## config.mk

```make
export PLATFORM = sky130hd
export DESIGN_NAME = lsp_serial_port
export DESIGN_NICKNAME = d
export VERILOG_FILES = /design/src/lsp_pkg.sv /design/src/lsp_pulse_div.sv /design/src/lsp_serial_port.sv
export SDC_FILE = /design/constraint.sdc
export NUM_CORES = 1
export LEC_CHECK = 0
export BUFFER_PORTS_ARGS = -buffer_cell sky130_fd_sc_hd__buf_2
export CORE_UTILIZATION = 29
export CTS_CLUSTER_DIAMETER = 120
export DETAILED_ROUTE_END_ITERATION = 10
export GPL_TIMING_DRIVEN = 0
export HOLD_SLACK_MARGIN = 0.08
export SYNTH_ARGS = -nofsm -noshare
export SYNTH_HDL_FRONTEND = slang
export SYNTH_SLANG_ARGS = --single-unit
```

## constraint.sdc

```tcl
create_clock -name mclk -period 4.15 [get_ports mclk]
set_input_delay 1.0375 -clock mclk [delete_from_list [all_inputs] [get_ports mclk]]
set_output_delay 1.0375 -clock mclk [all_outputs]
set_load 0.01 [all_outputs]
```

## src/lsp_pkg.sv

```systemverilog
// package: shared constants and types of the length steered serial port
package lsp_pkg;
    // ==========================================================
    // frame lengths and register widths
    localparam int unsigned LSP_CFG_LEN   = 8;
    localparam int unsigned LSP_REF_LEN   = 16;
    localparam int unsigned LSP_MAIN_LEN  = 24;
    localparam int unsigned LSP_REF_DIV_W = 13;
    localparam int unsigned LSP_FB_DIV_W  = 18;
    localparam logic [5:0]  LSP_CNT_SAT   = 6'h21; // 33: longer frames never alias
    // ==========================================================
    // field positions
    localparam int unsigned LSP_SEL_HI_POS = 23;   // output_select_high
    localparam int unsigned LSP_SEL_LO_POS = 22;   // output_select_low
    localparam int unsigned LSP_PORT_POS   = 1;    // port_level_bit
    localparam int unsigned LSP_OD_POS     = 0;    // open_drain_level_bit
    localparam int unsigned LSP_N_LSB      = 6;    // 12-bit main count
    localparam int unsigned LSP_A_LSB      = 0;    // 6-bit swallow count
    localparam int unsigned LSP_N_W        = 12;
    localparam int unsigned LSP_A_W        = 6;
    // ==========================================================
    // output select codes
    localparam logic [1:0] LSP_SEL_PORT = 2'h0;
    localparam logic [1:0] LSP_SEL_DOUT = 2'h1;
    localparam logic [1:0] LSP_SEL_FB   = 2'h2;
    localparam logic [1:0] LSP_SEL_REF  = 2'h3;
    // ==========================================================
    // reset values
    localparam logic [7:0]  LSP_CFG_RST  = 8'h00;
    localparam logic [2:0]  LSP_MODE_RST = 3'h0;
    localparam logic [12:0] LSP_RDIV_RST = 13'h0000;
    localparam logic [23:0] LSP_MAIN_RST = 24'h400000; // data out selected
    // ==========================================================
    // types
    typedef enum logic [2:0] {
        LSP_ST_IDLE  = 3'b001,
        LSP_ST_SHIFT = 3'b010,
        LSP_ST_LOST  = 3'b100
    } lsp_state_e;

    typedef struct packed {
        logic sclk;
        logic sdata;
        logic frame_enable_n;
    } lsp_serial_s;
endpackage

```

## src/lsp_pulse_div.sv

```systemverilog
// module: counts input ticks and emits one pulse per divisor ticks
`timescale 1ns/1ns
module lsp_pulse_div #(
    parameter int unsigned W = 13
) (
    input  wire logic         mclk,    // system clock
    input  wire logic         rstn,    // sync reset, active low
    input  wire logic         tick,    // one input edge
    input  wire logic [W-1:0] divisor, // divide ratio, 0 stops
    output logic              pulse    // one-cycle high pulse
);
    logic [W-1:0] cnt;
    logic [W-1:0] next_cnt;
    logic         next_pulse;

    // ==========================================================
    // divider: idles low, pulses high on the last tick of a period
    always_comb begin
        next_cnt   = cnt;
        next_pulse = 1'b0;
        if (tick && (divisor != '0)) begin
            if (cnt >= divisor - W'(1)) begin
                next_cnt   = '0;
                next_pulse = 1'b1;
            end else begin
                next_cnt = cnt + W'(1);
            end
        end
    end

    always_ff @(posedge mclk) begin
        if (!rstn) begin
            cnt   <= '0;
            pulse <= 1'b0;
        end else begin
            cnt   <= next_cnt;
            pulse <= next_pulse;
        end
    end

    a_div_idle: assert property (@(posedge mclk) disable iff (!rstn)
        !tick |=> !pulse) else $error("divider pulsed without a tick");
endmodule // lsp_pulse_div

```

## src/lsp_serial_port.sv

```systemverilog
// module: serial control port with length steered register commit
`timescale 1ns/1ns
// Operation
// - sample data on rising clock, MSB first
// - bit count picks target register
// - registers stay unchanged while shifting
// - enable rising edge commits shifted word
// - 16-bit frame: 13 bits buffered, mode immediate
// - 24-bit frame also moves reference buffer
// - empty enable pulse moves reference buffer
// - no address bits, any write order
// - shift tail out on falling clock
// - enable high ignores clock, port initialized
// - no enable toggle at clock high; resync
// - select bits route configurable output
// - reference divider pulse, ratio 1 passes
// - feedback divider pulse, ratio N*64+A
// - power-up selects serial data out
// - port mode drives port level bit
// - open drain follows its level bit
// - reset drives open drain low
module lsp_serial_port (
    input  wire logic                 mclk,            // 10 MHz system clock
    input  wire logic                 rstn,            // sync reset, active low
    input  wire lsp_pkg::lsp_serial_s serial_pins,     // clock, data, frame enable
    input  wire logic                 reference_input, // reference pin
    input  wire logic                 rf_input,        // prescaled rf pin
    output logic                      config_out,      // configurable output
    output logic                      open_drain_out,  // open drain level, always 0
    output logic                      open_drain_oe    // high while pulling low
);
    import lsp_pkg::*;

    // ==========================================================
    // pin synchronisers
    localparam int unsigned NSYNC = 5;
    localparam logic [NSYNC-1:0] SYNC_RST = 5'h04; // enable idles high: no false edge
    logic [NSYNC-1:0] raw;
    logic [NSYNC-1:0] meta;
    logic [NSYNC-1:0] sync;
    logic [NSYNC-1:0] prev;

    assign raw = {rf_input, reference_input, serial_pins.frame_enable_n,
                  serial_pins.sdata, serial_pins.sclk};

    // two flops per pin; prev only feeds edge detection
    genvar gi;
    generate
        for (gi = 0; gi < NSYNC; gi++) begin : g_sync
            always_ff @(posedge mclk) begin
                if (!rstn) begin
                    meta[gi] <= SYNC_RST[gi];
                    sync[gi] <= SYNC_RST[gi];
                    prev[gi] <= SYNC_RST[gi];
                end else begin
                    meta[gi] <= raw[gi];
                    sync[gi] <= meta[gi];
                    prev[gi] <= sync[gi];
                end
            end
        end
    endgenerate

    logic sclk_lvl;
    logic sclk_rise;
    logic sclk_fall;
    logic sdata_lvl;
    logic fen_n_lvl;
    logic fen_rise;
    logic fen_fall;
    logic ref_tick;
    logic rf_tick;

    assign sclk_lvl  = sync[0];
    assign sclk_rise = sync[0] & ~prev[0];
    assign sclk_fall = ~sync[0] & prev[0];
    assign sdata_lvl = sync[1];
    assign fen_n_lvl = sync[2];
    assign fen_rise  = sync[2] & ~prev[2];
    assign fen_fall  = ~sync[2] & prev[2];
    assign ref_tick  = sync[3] & ~prev[3];
    assign rf_tick   = sync[4] & ~prev[4];

    // ==========================================================
    // frame length decode, shared by commit logic and checks
    function automatic logic [1:0] len_target(input logic [5:0] n);
        case (n)
            6'(LSP_CFG_LEN):  len_target = 2'h1;
            6'(LSP_REF_LEN):  len_target = 2'h2;
            6'(LSP_MAIN_LEN): len_target = 2'h3;
            default: len_target = 2'h0;
        endcase
    endfunction

    // ==========================================================
    // serial port state and registers
    lsp_state_e  state;
    lsp_state_e  next_state;
    logic [23:0] shift;
    logic [23:0] next_shift;
    logic [5:0]  count;
    logic [5:0]  next_count;
    logic        dout;
    logic        next_dout;
    logic [7:0]  cfg;
    logic [7:0]  next_cfg;
    logic [2:0]  ref_mode;
    logic [2:0]  next_ref_mode;
    logic [12:0] ref_buf1;
    logic [12:0] next_ref_buf1;
    logic [12:0] ref_buf2;
    logic [12:0] next_ref_buf2;
    logic [23:0] main_reg;
    logic [23:0] next_main_reg;
    logic        commit;

    // a commit needs a clean rise: enable must not move while clock is high
    assign commit = (state == LSP_ST_SHIFT) && fen_rise && !sclk_lvl;

    // next-state logic; registers change only on commit
    always_comb begin
        next_state    = state;
        next_shift    = shift;
        next_count    = count;
        next_dout     = dout;
        next_cfg      = cfg;
        next_ref_mode = ref_mode;
        next_ref_buf1 = ref_buf1;
        next_ref_buf2 = ref_buf2;
        next_main_reg = main_reg;
        case (state)
            LSP_ST_IDLE: begin
                // clock edges are ignored while enable is high
                next_count = '0;
                if (fen_fall) begin
                    next_state = sclk_lvl ? LSP_ST_LOST : LSP_ST_SHIFT;
                end
            end
            LSP_ST_SHIFT: begin
                if (fen_rise) begin
                    next_state = commit ? LSP_ST_IDLE : LSP_ST_LOST;
                end else begin
                    if (sclk_rise) begin
                        next_shift = {shift[22:0], sdata_lvl};
                        if (count != LSP_CNT_SAT) begin
                            next_count = count + 6'h01;
                        end
                    end
                    if (sclk_fall) begin
                        next_dout = shift[23];
                    end
                end
            end
            LSP_ST_LOST: begin
                // wait for enable high with clock low before framing again
                if (fen_n_lvl && !sclk_lvl) begin
                    next_state = LSP_ST_IDLE;
                end
            end
            default: begin
                next_state = LSP_ST_IDLE;
            end
        endcase
        if (commit) begin
            case (len_target(count))
                2'h1: next_cfg = shift[7:0];
                2'h2: begin
                    next_ref_mode = shift[15:13];
                    next_ref_buf1 = shift[12:0];
                end
                2'h3: begin
                    next_main_reg = shift;
                    next_ref_buf2 = ref_buf1;
                end
                default: begin
                    if (count == '0) begin
                        next_ref_buf2 = ref_buf1;
                    end
                end
            endcase // other nonzero lengths store nothing
        end
    end

    always_ff @(posedge mclk) begin
        if (!rstn) begin
            state    <= LSP_ST_IDLE;
            shift    <= '0;
            count    <= '0;
            dout     <= 1'b0;
            cfg      <= LSP_CFG_RST;
            ref_mode <= LSP_MODE_RST;
            ref_buf1 <= LSP_RDIV_RST;
            ref_buf2 <= LSP_RDIV_RST;
            main_reg <= LSP_MAIN_RST;
        end else begin
            state    <= next_state;
            shift    <= next_shift;
            count    <= next_count;
            dout     <= next_dout;
            cfg      <= next_cfg;
            ref_mode <= next_ref_mode;
            ref_buf1 <= next_ref_buf1;
            ref_buf2 <= next_ref_buf2;
            main_reg <= next_main_reg;
        end
    end

    // ==========================================================
    // dividers; the reference side reads only the second buffer
    logic                    ref_pulse;
    logic                    fb_pulse;
    logic [LSP_FB_DIV_W-1:0] fb_ratio;
    logic [LSP_N_W-1:0]      n_val;
    logic [LSP_A_W-1:0]      a_val;

    assign n_val    = main_reg[LSP_N_LSB +: LSP_N_W];
    assign a_val    = main_reg[LSP_A_LSB +: LSP_A_W];
    assign fb_ratio = {n_val, 6'h00} + {12'h000, a_val};

    lsp_pulse_div #(.W(LSP_REF_DIV_W)) u_ref_div (
        .mclk    (mclk),
        .rstn    (rstn),
        .tick    (ref_tick),
        .divisor (ref_buf2),
        .pulse   (ref_pulse)
    );

    lsp_pulse_div #(.W(LSP_FB_DIV_W)) u_fb_div (
        .mclk    (mclk),
        .rstn    (rstn),
        .tick    (rf_tick),
        .divisor (fb_ratio),
        .pulse   (fb_pulse)
    );

    // ==========================================================
    // output routing, all registered
    logic [1:0] sel;
    logic       next_config_out;
    logic       ref_out;

    assign sel = {main_reg[LSP_SEL_HI_POS], main_reg[LSP_SEL_LO_POS]};
    // ratio 1 bypasses the counter and passes the reference level through
    assign ref_out = (ref_buf2 == 13'h0001) ? sync[3] : ref_pulse;

    always_comb begin
        case (sel)
            LSP_SEL_REF:  next_config_out = ref_out;
            LSP_SEL_FB:   next_config_out = fb_pulse;
            LSP_SEL_DOUT: next_config_out = dout;
            default:      next_config_out = cfg[LSP_PORT_POS];
        endcase
    end

    always_ff @(posedge mclk) begin
        if (!rstn) begin
            config_out     <= 1'b0;
            open_drain_out <= 1'b0;
            open_drain_oe  <= 1'b1;
        end else begin
            config_out     <= next_config_out;
            open_drain_out <= 1'b0;
            open_drain_oe  <= ~cfg[LSP_OD_POS];
        end
    end

    // ==========================================================
    // checks
    a_cfg_commit: assert property (@(posedge mclk) disable iff (!rstn)
        commit && count == 6'h08 |=> cfg == $past(shift[7:0]))
        else $error("8-bit frame did not load config");
    a_ref_commit: assert property (@(posedge mclk) disable iff (!rstn)
        commit && count == 6'h10 |=> ref_buf1 == $past(shift[12:0])
            && ref_mode == $past(shift[15:13]) && ref_buf2 == $past(ref_buf2))
        else $error("16-bit frame load wrong");
    a_main_commit: assert property (@(posedge mclk) disable iff (!rstn)
        commit && count == 6'h18 |=> main_reg == $past(shift)
            && ref_buf2 == $past(ref_buf1))
        else $error("24-bit frame load wrong");
    a_empty_pulse: assert property (@(posedge mclk) disable iff (!rstn)
        commit && count == 6'h00 |=> ref_buf2 == $past(ref_buf1)
            && $stable(main_reg))
        else $error("empty pulse did not move buffer");
    a_hold_shift: assert property (@(posedge mclk) disable iff (!rstn)
        !commit |=> $stable(cfg) && $stable(main_reg) && $stable(ref_buf1))
        else $error("register changed without commit");
    a_odd_len: assert property (@(posedge mclk) disable iff (!rstn)
        commit && len_target(count) == 2'h0 |=> $stable(cfg)
            && $stable(main_reg) && $stable(ref_buf1))
        else $error("odd frame length changed a register");
    a_idle_ignore: assert property (@(posedge mclk) disable iff (!rstn)
        state == LSP_ST_IDLE && !fen_fall |=> $stable(shift) && count == 6'h00)
        else $error("shifted while enable high");
    a_shift_msb: assert property (@(posedge mclk) disable iff (!rstn)
        state == LSP_ST_SHIFT && sclk_rise && !fen_rise
            |=> shift == {$past(shift[22:0]), $past(sdata_lvl)})
        else $error("bad shift");
    a_dout_fall: assert property (@(posedge mclk) disable iff (!rstn)
        !(state == LSP_ST_SHIFT && sclk_fall) |=> $stable(dout))
        else $error("data out changed off falling edge");
    a_resync: assert property (@(posedge mclk) disable iff (!rstn)
        state == LSP_ST_LOST && fen_n_lvl && !sclk_lvl |=> state == LSP_ST_IDLE)
        else $error("no resync");
    a_port_mode: assert property (@(posedge mclk) disable iff (!rstn)
        sel == LSP_SEL_PORT |=> config_out == $past(cfg[LSP_PORT_POS]))
        else $error("port level wrong");
    a_od_level: assert property (@(posedge mclk) disable iff (!rstn)
        1'b1 |=> open_drain_oe == !$past(cfg[LSP_OD_POS]) && !open_drain_out)
        else $error("open drain wrong");

    // ==========================================================
    // routing, framing and reset checks
    a_ref_route: assert property (@(posedge mclk) disable iff (!rstn)
        sel == LSP_SEL_REF |=> config_out == $past(ref_out))
        else $error("reference route wrong");
    a_fb_route: assert property (@(posedge mclk) disable iff (!rstn)
        sel == LSP_SEL_FB |=> config_out == $past(fb_pulse))
        else $error("feedback route wrong");
    a_dout_route: assert property (@(posedge mclk) disable iff (!rstn)
        sel == LSP_SEL_DOUT |=> config_out == $past(dout))
        else $error("data out route wrong");
    a_dirty_rise: assert property (@(posedge mclk) disable iff (!rstn)
        state == LSP_ST_SHIFT && fen_rise && sclk_lvl |=> state == LSP_ST_LOST
            && $stable(cfg) && $stable(main_reg) && $stable(ref_buf1) && $stable(ref_buf2))
        else $error("rise with clock high was committed");
    a_frame_start: assert property (@(posedge mclk) disable iff (!rstn)
        state == LSP_ST_IDLE && fen_fall && !sclk_lvl |=> state == LSP_ST_SHIFT
            && count == 6'h00)
        else $error("frame did not start clean");
    a_count_cap: assert property (@(posedge mclk) disable iff (!rstn)
        count <= LSP_CNT_SAT)
        else $error("bit count past saturation");
    a_cfg_only: assert property (@(posedge mclk) disable iff (!rstn)
        commit && count == 6'h08 |=> $stable(main_reg) && $stable(ref_buf1)
            && $stable(ref_buf2))
        else $error("8-bit frame touched another register");
    a_reset_od: assert property (@(posedge mclk)
        !rstn |=> open_drain_oe && !open_drain_out)
        else $error("reset did not pull open drain low");
    a_reset_sel: assert property (@(posedge mclk)
        !rstn |=> sel == LSP_SEL_DOUT && config_out == 1'b0)
        else $error("reset did not select data out");
endmodule // lsp_serial_port

```

Yosys cells after proc, flatten, opt, wreduce, memory -nomap -nowiden:

Index checks and enable logic that the tools add are counted.

* register bits after elaboration: 135
* bits of input ports: 7
* output and inout bits: 3
* word-level logic and storage cells: 113

* $add $sub $neg: 6
* order comparisons: 2
* equality and inequality tests: 20
* muxes and demuxes: 20
* bitwise logic cells: 15
* reductions and logical operators: 22

Operator list (number)
* 13-bit two-way mux: 2
* 13-bit one-hot mux with 2 select lines: 1
* 18-bit by 1-bit adder with 18-bit output, second input constant: 1
* 18-bit by 6-bit adder with 18-bit output: 1
* 18-bit greater-or-equal comparator: 1
* 18-bit two-way mux: 1
* 6-bit two-way mux: 3
* 18-bit nonzero test: 1
* 18-bit by 1-bit subtractor with 18-bit output, second input constant: 1
* 3-bit two-way mux: 5
* 13-bit by 1-bit adder with 13-bit output, second input constant: 1
* 13-bit by 1-bit equality test with 1-bit output, second input constant: 1
* 13-bit greater-or-equal comparator: 1
* 13-bit nonzero test: 1
* 13-bit by 1-bit subtractor with 13-bit output, second input constant: 1
* 6-bit by 5-bit equality test with 1-bit output, second input constant: 2
* 6-bit one-hot mux with 2 select lines: 1
* 3-bit AND reduction: 4
* 2-bit inequality test, second input constant: 5
* 2-bit AND reduction: 5
* 1-bit inverter: 9
* 3-bit one-hot mux with 3 select lines: 1
* 2-bit equality test, second input constant: 4
* 6-bit by 1-bit adder with 6-bit output, second input constant: 1
* other kinds (18): 31

Longest topological paths before layout:

* word-level depth: 9
* depth in mapped cells: 15
* mapped depth without buffers: 14

By module:

A second synthesis with hierarchy kept.

* cells, all modules: 784
* area, all modules: 6891.6 um^2

By module, submodules not included
* lsp_serial_port: times used 1, cells an instance 435, area each 3911.3 um^2, sequential area each 1961.9 um^2
* lsp_pulse_div (u_fb_div): times used 1, cells an instance 205, area each 1692.9 um^2, sequential area each 380.4 um^2
* lsp_pulse_div (u_ref_div): times used 1, cells an instance 144, area each 1287.5 um^2, sequential area each 280.3 um^2

Worst setup path before layout:

No wires, ideal clock.

* path type: flip-flop to flip-flop
* start: register main_reg[2]
* end: register u_fb_div.cnt[16]
* library setup time: 0.074 ns
* data arrival time: 3.344 ns
* data required time: 4.076 ns
* path slack: 0.732 ns
* cell stages (with the launch flop): 16
* cells stage by stage: dfxtp_1 or3_1 nor3_2 nand2b_1 nand2b_1 or3_1 nor4_2 xnor2_1 ha_1 nand4_1 a21oi_1 a2111oi_0 o31a_1 buf_1 o211ai_1 a31oi_1

* word-level cells in the longest chain between the ends: 4
* elaborated cells on any way between the ends: 6
* classes of those cells: add/sub: 2; order compare: 1; mux: 1; reduce/logical: 2

Ends and longest elaborated chain
* start: declaration: RTL line lsp_serial_port.sv:113 `logic [23:0] main_reg;`
* start signal: assignment: RTL line lsp_serial_port.sv:204 `main_reg <= next_main_reg;`
* 18-bit by 6-bit adder with 18-bit output (*): RTL line lsp_serial_port.sv:218 `assign fb_ratio = {n_val, 6'h00} + {12'h000, a_val};`
* 18-bit by 1-bit subtractor with 18-bit output: RTL line lsp_pulse_div.sv:22 `if (cnt >= divisor - W'(1)) begin`
* 18-bit greater-or-equal comparator: RTL line lsp_pulse_div.sv:22
* 18-bit two-way mux: RTL line lsp_pulse_div.sv:22
* end signal: assignment: RTL line lsp_pulse_div.sv:36 `cnt <= next_cnt;`
* end: declaration: RTL line lsp_pulse_div.sv:12 `logic [W-1:0] cnt;`

Mark *: on every way between the ends. The rest lies on a longest branch, timed or not.
A chain may end at the register's enable or synchronous reset.

Final worst setup path:

Same ends and word-level chain as after synthesis.

==> results.txt <==
* Status: completed
* Share of the cycle needed by the critical path after routing: 0.919
- Most frequent cell after synthesis: sky130_fd_sc_hd__nand2_1
* Ant diodes: 0
- Dividing the synthesized area by the synthesized cell count gives a little over 8 µm².
* Final worst path period need: about 3.8 ns
- Final Routed Wirelength: 14.1 mm
* Total clock buffers created by CTS: 17
* Required time of the critical path: 4.48 ns
- FF-to-FF Start: main_reg[2]
* Synth area leader: sky130_fd_sc_hd__dfxtp_1
- In this run the core area contains 54 standard-cell rows.
- In this run the deepest clock path goes through 2 buffers.
- For this design the top-level I/O count stands at 10.
- Layout cell share with drive strength beyond 1: 0.0822
- The initial utilization of the core area, before any placement, comes to 0.296.
- Total congestion overflow after global routing: 0
* Number of buffers inserted to repair setup after CTS: 0
- The worst-case IR drop observed on VDD is roughly 260 µV.
* Post-DR wirelength/cell: 12.7 µm
- Data arrives at the worst endpoint at 4.15 ns.
- For this run, the detailed router's first-pass iteration total came to 4.
- Setup violators final: 0
- Number of synthesized flops with an enable pin: 0
* Portion of the post-synthesis area used by sequential elements: 0.408
* Total standard cell area after synthesis: about 0.0064 mm²
* Relative max-transition margin: 0.592
* Detailed-placement wirelength estimate: 10.4 mm
- Horizontal die dimension: about 150 µm
- Port bufs: 8
* FFs w/ async S/R, synth: 0
- The final count of hold timing violations was 0.
* Via/cell ratio: 4.83
* Number of nets with antenna violations after detailed routing: 0
- For hold timing, the worst endpoint is fen_n_lvl.
- Critical Path End Type: flip-flop
- Setup slack of the most critical reg-to-reg path: 0.34 ns
* Transition time of the tightest slew-check pin: 0.613 ns
- TritonCTS built the clock tree.
* Die area: ~0.023 mm²
- Worst Clk Skew: 0.00593 ns
- The max-slew violation count was 0.
- Timing analysis after detailed placement gives a worst setup slack of between 0.2 and 0.25 ns.
- Starting DRC count in detailed routing: 234
- Setup_tns: 0 ns
- The filler cells instantiated in the layout total 2,327.
- Largest fanout on the critical path: 10
- The register with the most flip-flops in the layout has 24 of them.
* Syn. warnings: 0
- Commonest cells post-synth: sky130_fd_sc_hd__nand2_1 (161), sky130_fd_sc_hd__dfxtp_1 (131), sky130_fd_sc_hd__a21oi_1 (79)
* Setup repair after global routing missed its margin: false
- Largest net degree at the start of global routing: 17
- Post-synth top flop: sky130_fd_sc_hd__dfxtp_1
- Clock tree sinks: about 130
- Worst-case setup margin in the final layout: about 0.34 ns
* DR vias: around 5,300
* Worst min-delay path category: reg -> reg
* Terminus of the critical flop-to-flop path: u_fb_div.cnt[16]
- Hold Startpoint: meta[2]
* Leak: 2.84 nW
- Max capacitance violation total: 0
* Register bit count reported by yosys: 131
- Vias in the first global route: around 5,000
* Routability congestion estimate from global placement: 0.776
- H-Tree Level Count: 4
- Counting every net in the synthesized netlist gives between 800 and 900.
- The netlist uses 56 different library cells.
- Area share of the leading cell type in the synthesized netlist: 0.408
- Hold path depth: 1
* Area of the core region: ~0.022 mm²
- Overall fraction of global-route tracks in use: 0.134
* Clock network latency to the later pin of the worst-skew pair: around 0.4 ns
- The area growth from synthesis to layout is 14.8%.
* Top achievable clock speed: around 260 MHz
- Cells after synthesis: a little under 800
- After detailed routing, the number of remaining DRC violations is 0.
* Clock tree root buffer cell: sky130_fd_sc_hd__clkbuf_16
- In this run the vertical extent of the chip is between 150 and 200 µm.
* Global-route wire length before repair: around 24 mm
* CP startpoint kind: flip-flop
* Synth top area cells: sky130_fd_sc_hd__dfxtp_1 (41%), sky130_fd_sc_hd__nand2_1 (9.4%), sky130_fd_sc_hd__ha_1 (8.0%)
- In this run the power density over the cells is 386 mW/mm².
- NumNets Final: approximately 860
- Antenna violations before repair: 0
- After clock tree synthesis, the clock-pin slew on the worst setup and hold paths is 0.06 ns.
- The setup path with the least slack is of type reg -> reg.
- Counting cells, the worst reg-to-reg path comes to 15.
## power by group
group | total (mW) | internal, mW | switching, mW
Clock | 1.39 | 0.826 | 0.567
Sequential | 1.33 | 1.29 | 0.0409
Combinational | 0.130 | 0.0531 | 0.0770
## cell type report
class                   instances  area (µm²)  area share
repair buffers                  8        40.0     0.00542
clock buffers                  21         480      0.0651
inverters                      17        63.8     0.00864
well taps                     280         350      0.0474
plain buffers                  38         178      0.0241
flip-flops and latches        131        2620       0.355
clock inverters                11        78.8      0.0107
multi-input cells             601        3570       0.484
## critical path: stages, from the launching register on
cell and delay (ns):
sky130_fd_sc_hd__dfxtp_1 0.35, sky130_fd_sc_hd__or3_1 0.43, sky130_fd_sc_hd__nor3_2 0.17, sky130_fd_sc_hd__nand2b_1 0.15, sky130_fd_sc_hd__nand2b_1 0.18, sky130_fd_sc_hd__or3_1 0.36
sky130_fd_sc_hd__nor4_2 0.17, sky130_fd_sc_hd__xnor2_1 0.16, sky130_fd_sc_hd__ha_1 0.28, sky130_fd_sc_hd__nand4_1 0.14, sky130_fd_sc_hd__a21oi_1 0.05, sky130_fd_sc_hd__a2111oi_0 0.40
sky130_fd_sc_hd__o31a_1 0.31, sky130_fd_sc_hd__buf_2 0.26, sky130_fd_sc_hd__o211ai_1 0.12, sky130_fd_sc_hd__a31oi_1 0.18
## timing repair
item | in CTS | in global routing
endpoints found under the setup margin | 0 | 17
endpoints found under the hold margin | 0 | 0
hold buffers | 0 | 0
resized for setup | 0 | 6
## through the flow
step / instances / total power [mW] / utilization / hold WS [ns] / cell area, µm²
finish: 1107 / 2.85 / 0.339 / 0.406 / 7390
global route: 1107 / 2.96 / 0.339 / 0.412 / 7390
CTS: 1107 / 2.88 / 0.339 / 0.407 / 7380
detailed placement: 1075 / 1.49 / 0.314 / 0.397 / 6820
global placement: 1075 / 1.48 / 0.314 / 0.395 / 6820
floorplan: 787 / 1.45 / - / 0.358 / 6430
## placed cells by master (no fill, tap or decap), types with 4 or more instances in the layout
master                       Yosys  layout
sky130_fd_sc_hd__clkbuf_8        0       4
sky130_fd_sc_hd__clkbuf_16       0      17
sky130_fd_sc_hd__a31oi_1        15      15
sky130_fd_sc_hd__a21oi_1        79      79
sky130_fd_sc_hd__mux2i_1        16      16
sky130_fd_sc_hd__and4_1          5       5
sky130_fd_sc_hd__and2_1         13      13
sky130_fd_sc_hd__clkinvlp_4      0       5
sky130_fd_sc_hd__nor4_1         10      10
sky130_fd_sc_hd__inv_1          16      16
sky130_fd_sc_hd__nand2b_1       10      10
sky130_fd_sc_hd__nand2_1       161     161
sky130_fd_sc_hd__ha_1           41      41
sky130_fd_sc_hd__xnor2_1        22      22
sky130_fd_sc_hd__clkbuf_1       27      25
sky130_fd_sc_hd__xor2_1         21      21
sky130_fd_sc_hd__nor3_1         13      13
sky130_fd_sc_hd__nand3_1        50      50
sky130_fd_sc_hd__nor2b_1         5       5
sky130_fd_sc_hd__nand4_1        11      11
sky130_fd_sc_hd__o21a_1          4       4
sky130_fd_sc_hd__dfxtp_1       131     131
sky130_fd_sc_hd__nand4b_1        4       4
sky130_fd_sc_hd__or3_1           6       6
sky130_fd_sc_hd__buf_2           4      13
sky130_fd_sc_hd__o21ai_0        14      14
sky130_fd_sc_hd__nor2_1         61      61
## per-layer routing
metal  GRT usage  vias up  share of wire  routed length [µm]
met1       0.174     2511           0.50                7010
met3      0.0328       18          0.027                 376
met4      0.0490        0          0.019                 265
li1            -     2755              -                   -
met2       0.215       59           0.46                6450
met5           0        -              0                   0
## logic make-up (layout without fill, tap and decap cells)
kind of cell | count (synthesis) | count (layout) | synth area share
flip-flops | 131 | 131 | 0.408
adder cells (fa/ha/maj) | 41 | 41 | 0.0798
other | 1 | 1 | 0.000583
AND/OR/NAND/NOR | 371 | 371 | 0.278
AO/OA/AOI/OAI | 128 | 128 | 0.112
XOR/XNOR | 43 | 43 | 0.0585
multiplexers | 17 | 17 | 0.0266
buffers and inverters | 55 | 95 | 0.0370
## worst max-delay path by stage
stage / slack [ns] / depth (start not counted) / end / from
after floorplan: 0.73 / 15 / u_fb_div.cnt[16] / main_reg[2]
after global placement: 0.19 / 15 / u_fb_div.cnt[16] / main_reg[2]
after detailed placement: 0.20 / 15 / u_fb_div.cnt[16] / main_reg[2]
after CTS: 0.13 / 15 / u_fb_div.cnt[16] / main_reg[2]
after global routing: 0.01 / 15 / u_fb_div.cnt[16] / main_reg[2]
final: 0.34 / 15 / u_fb_div.cnt[16] / main_reg[2]
Note: power is estimated with default switching activity, not from simulation.
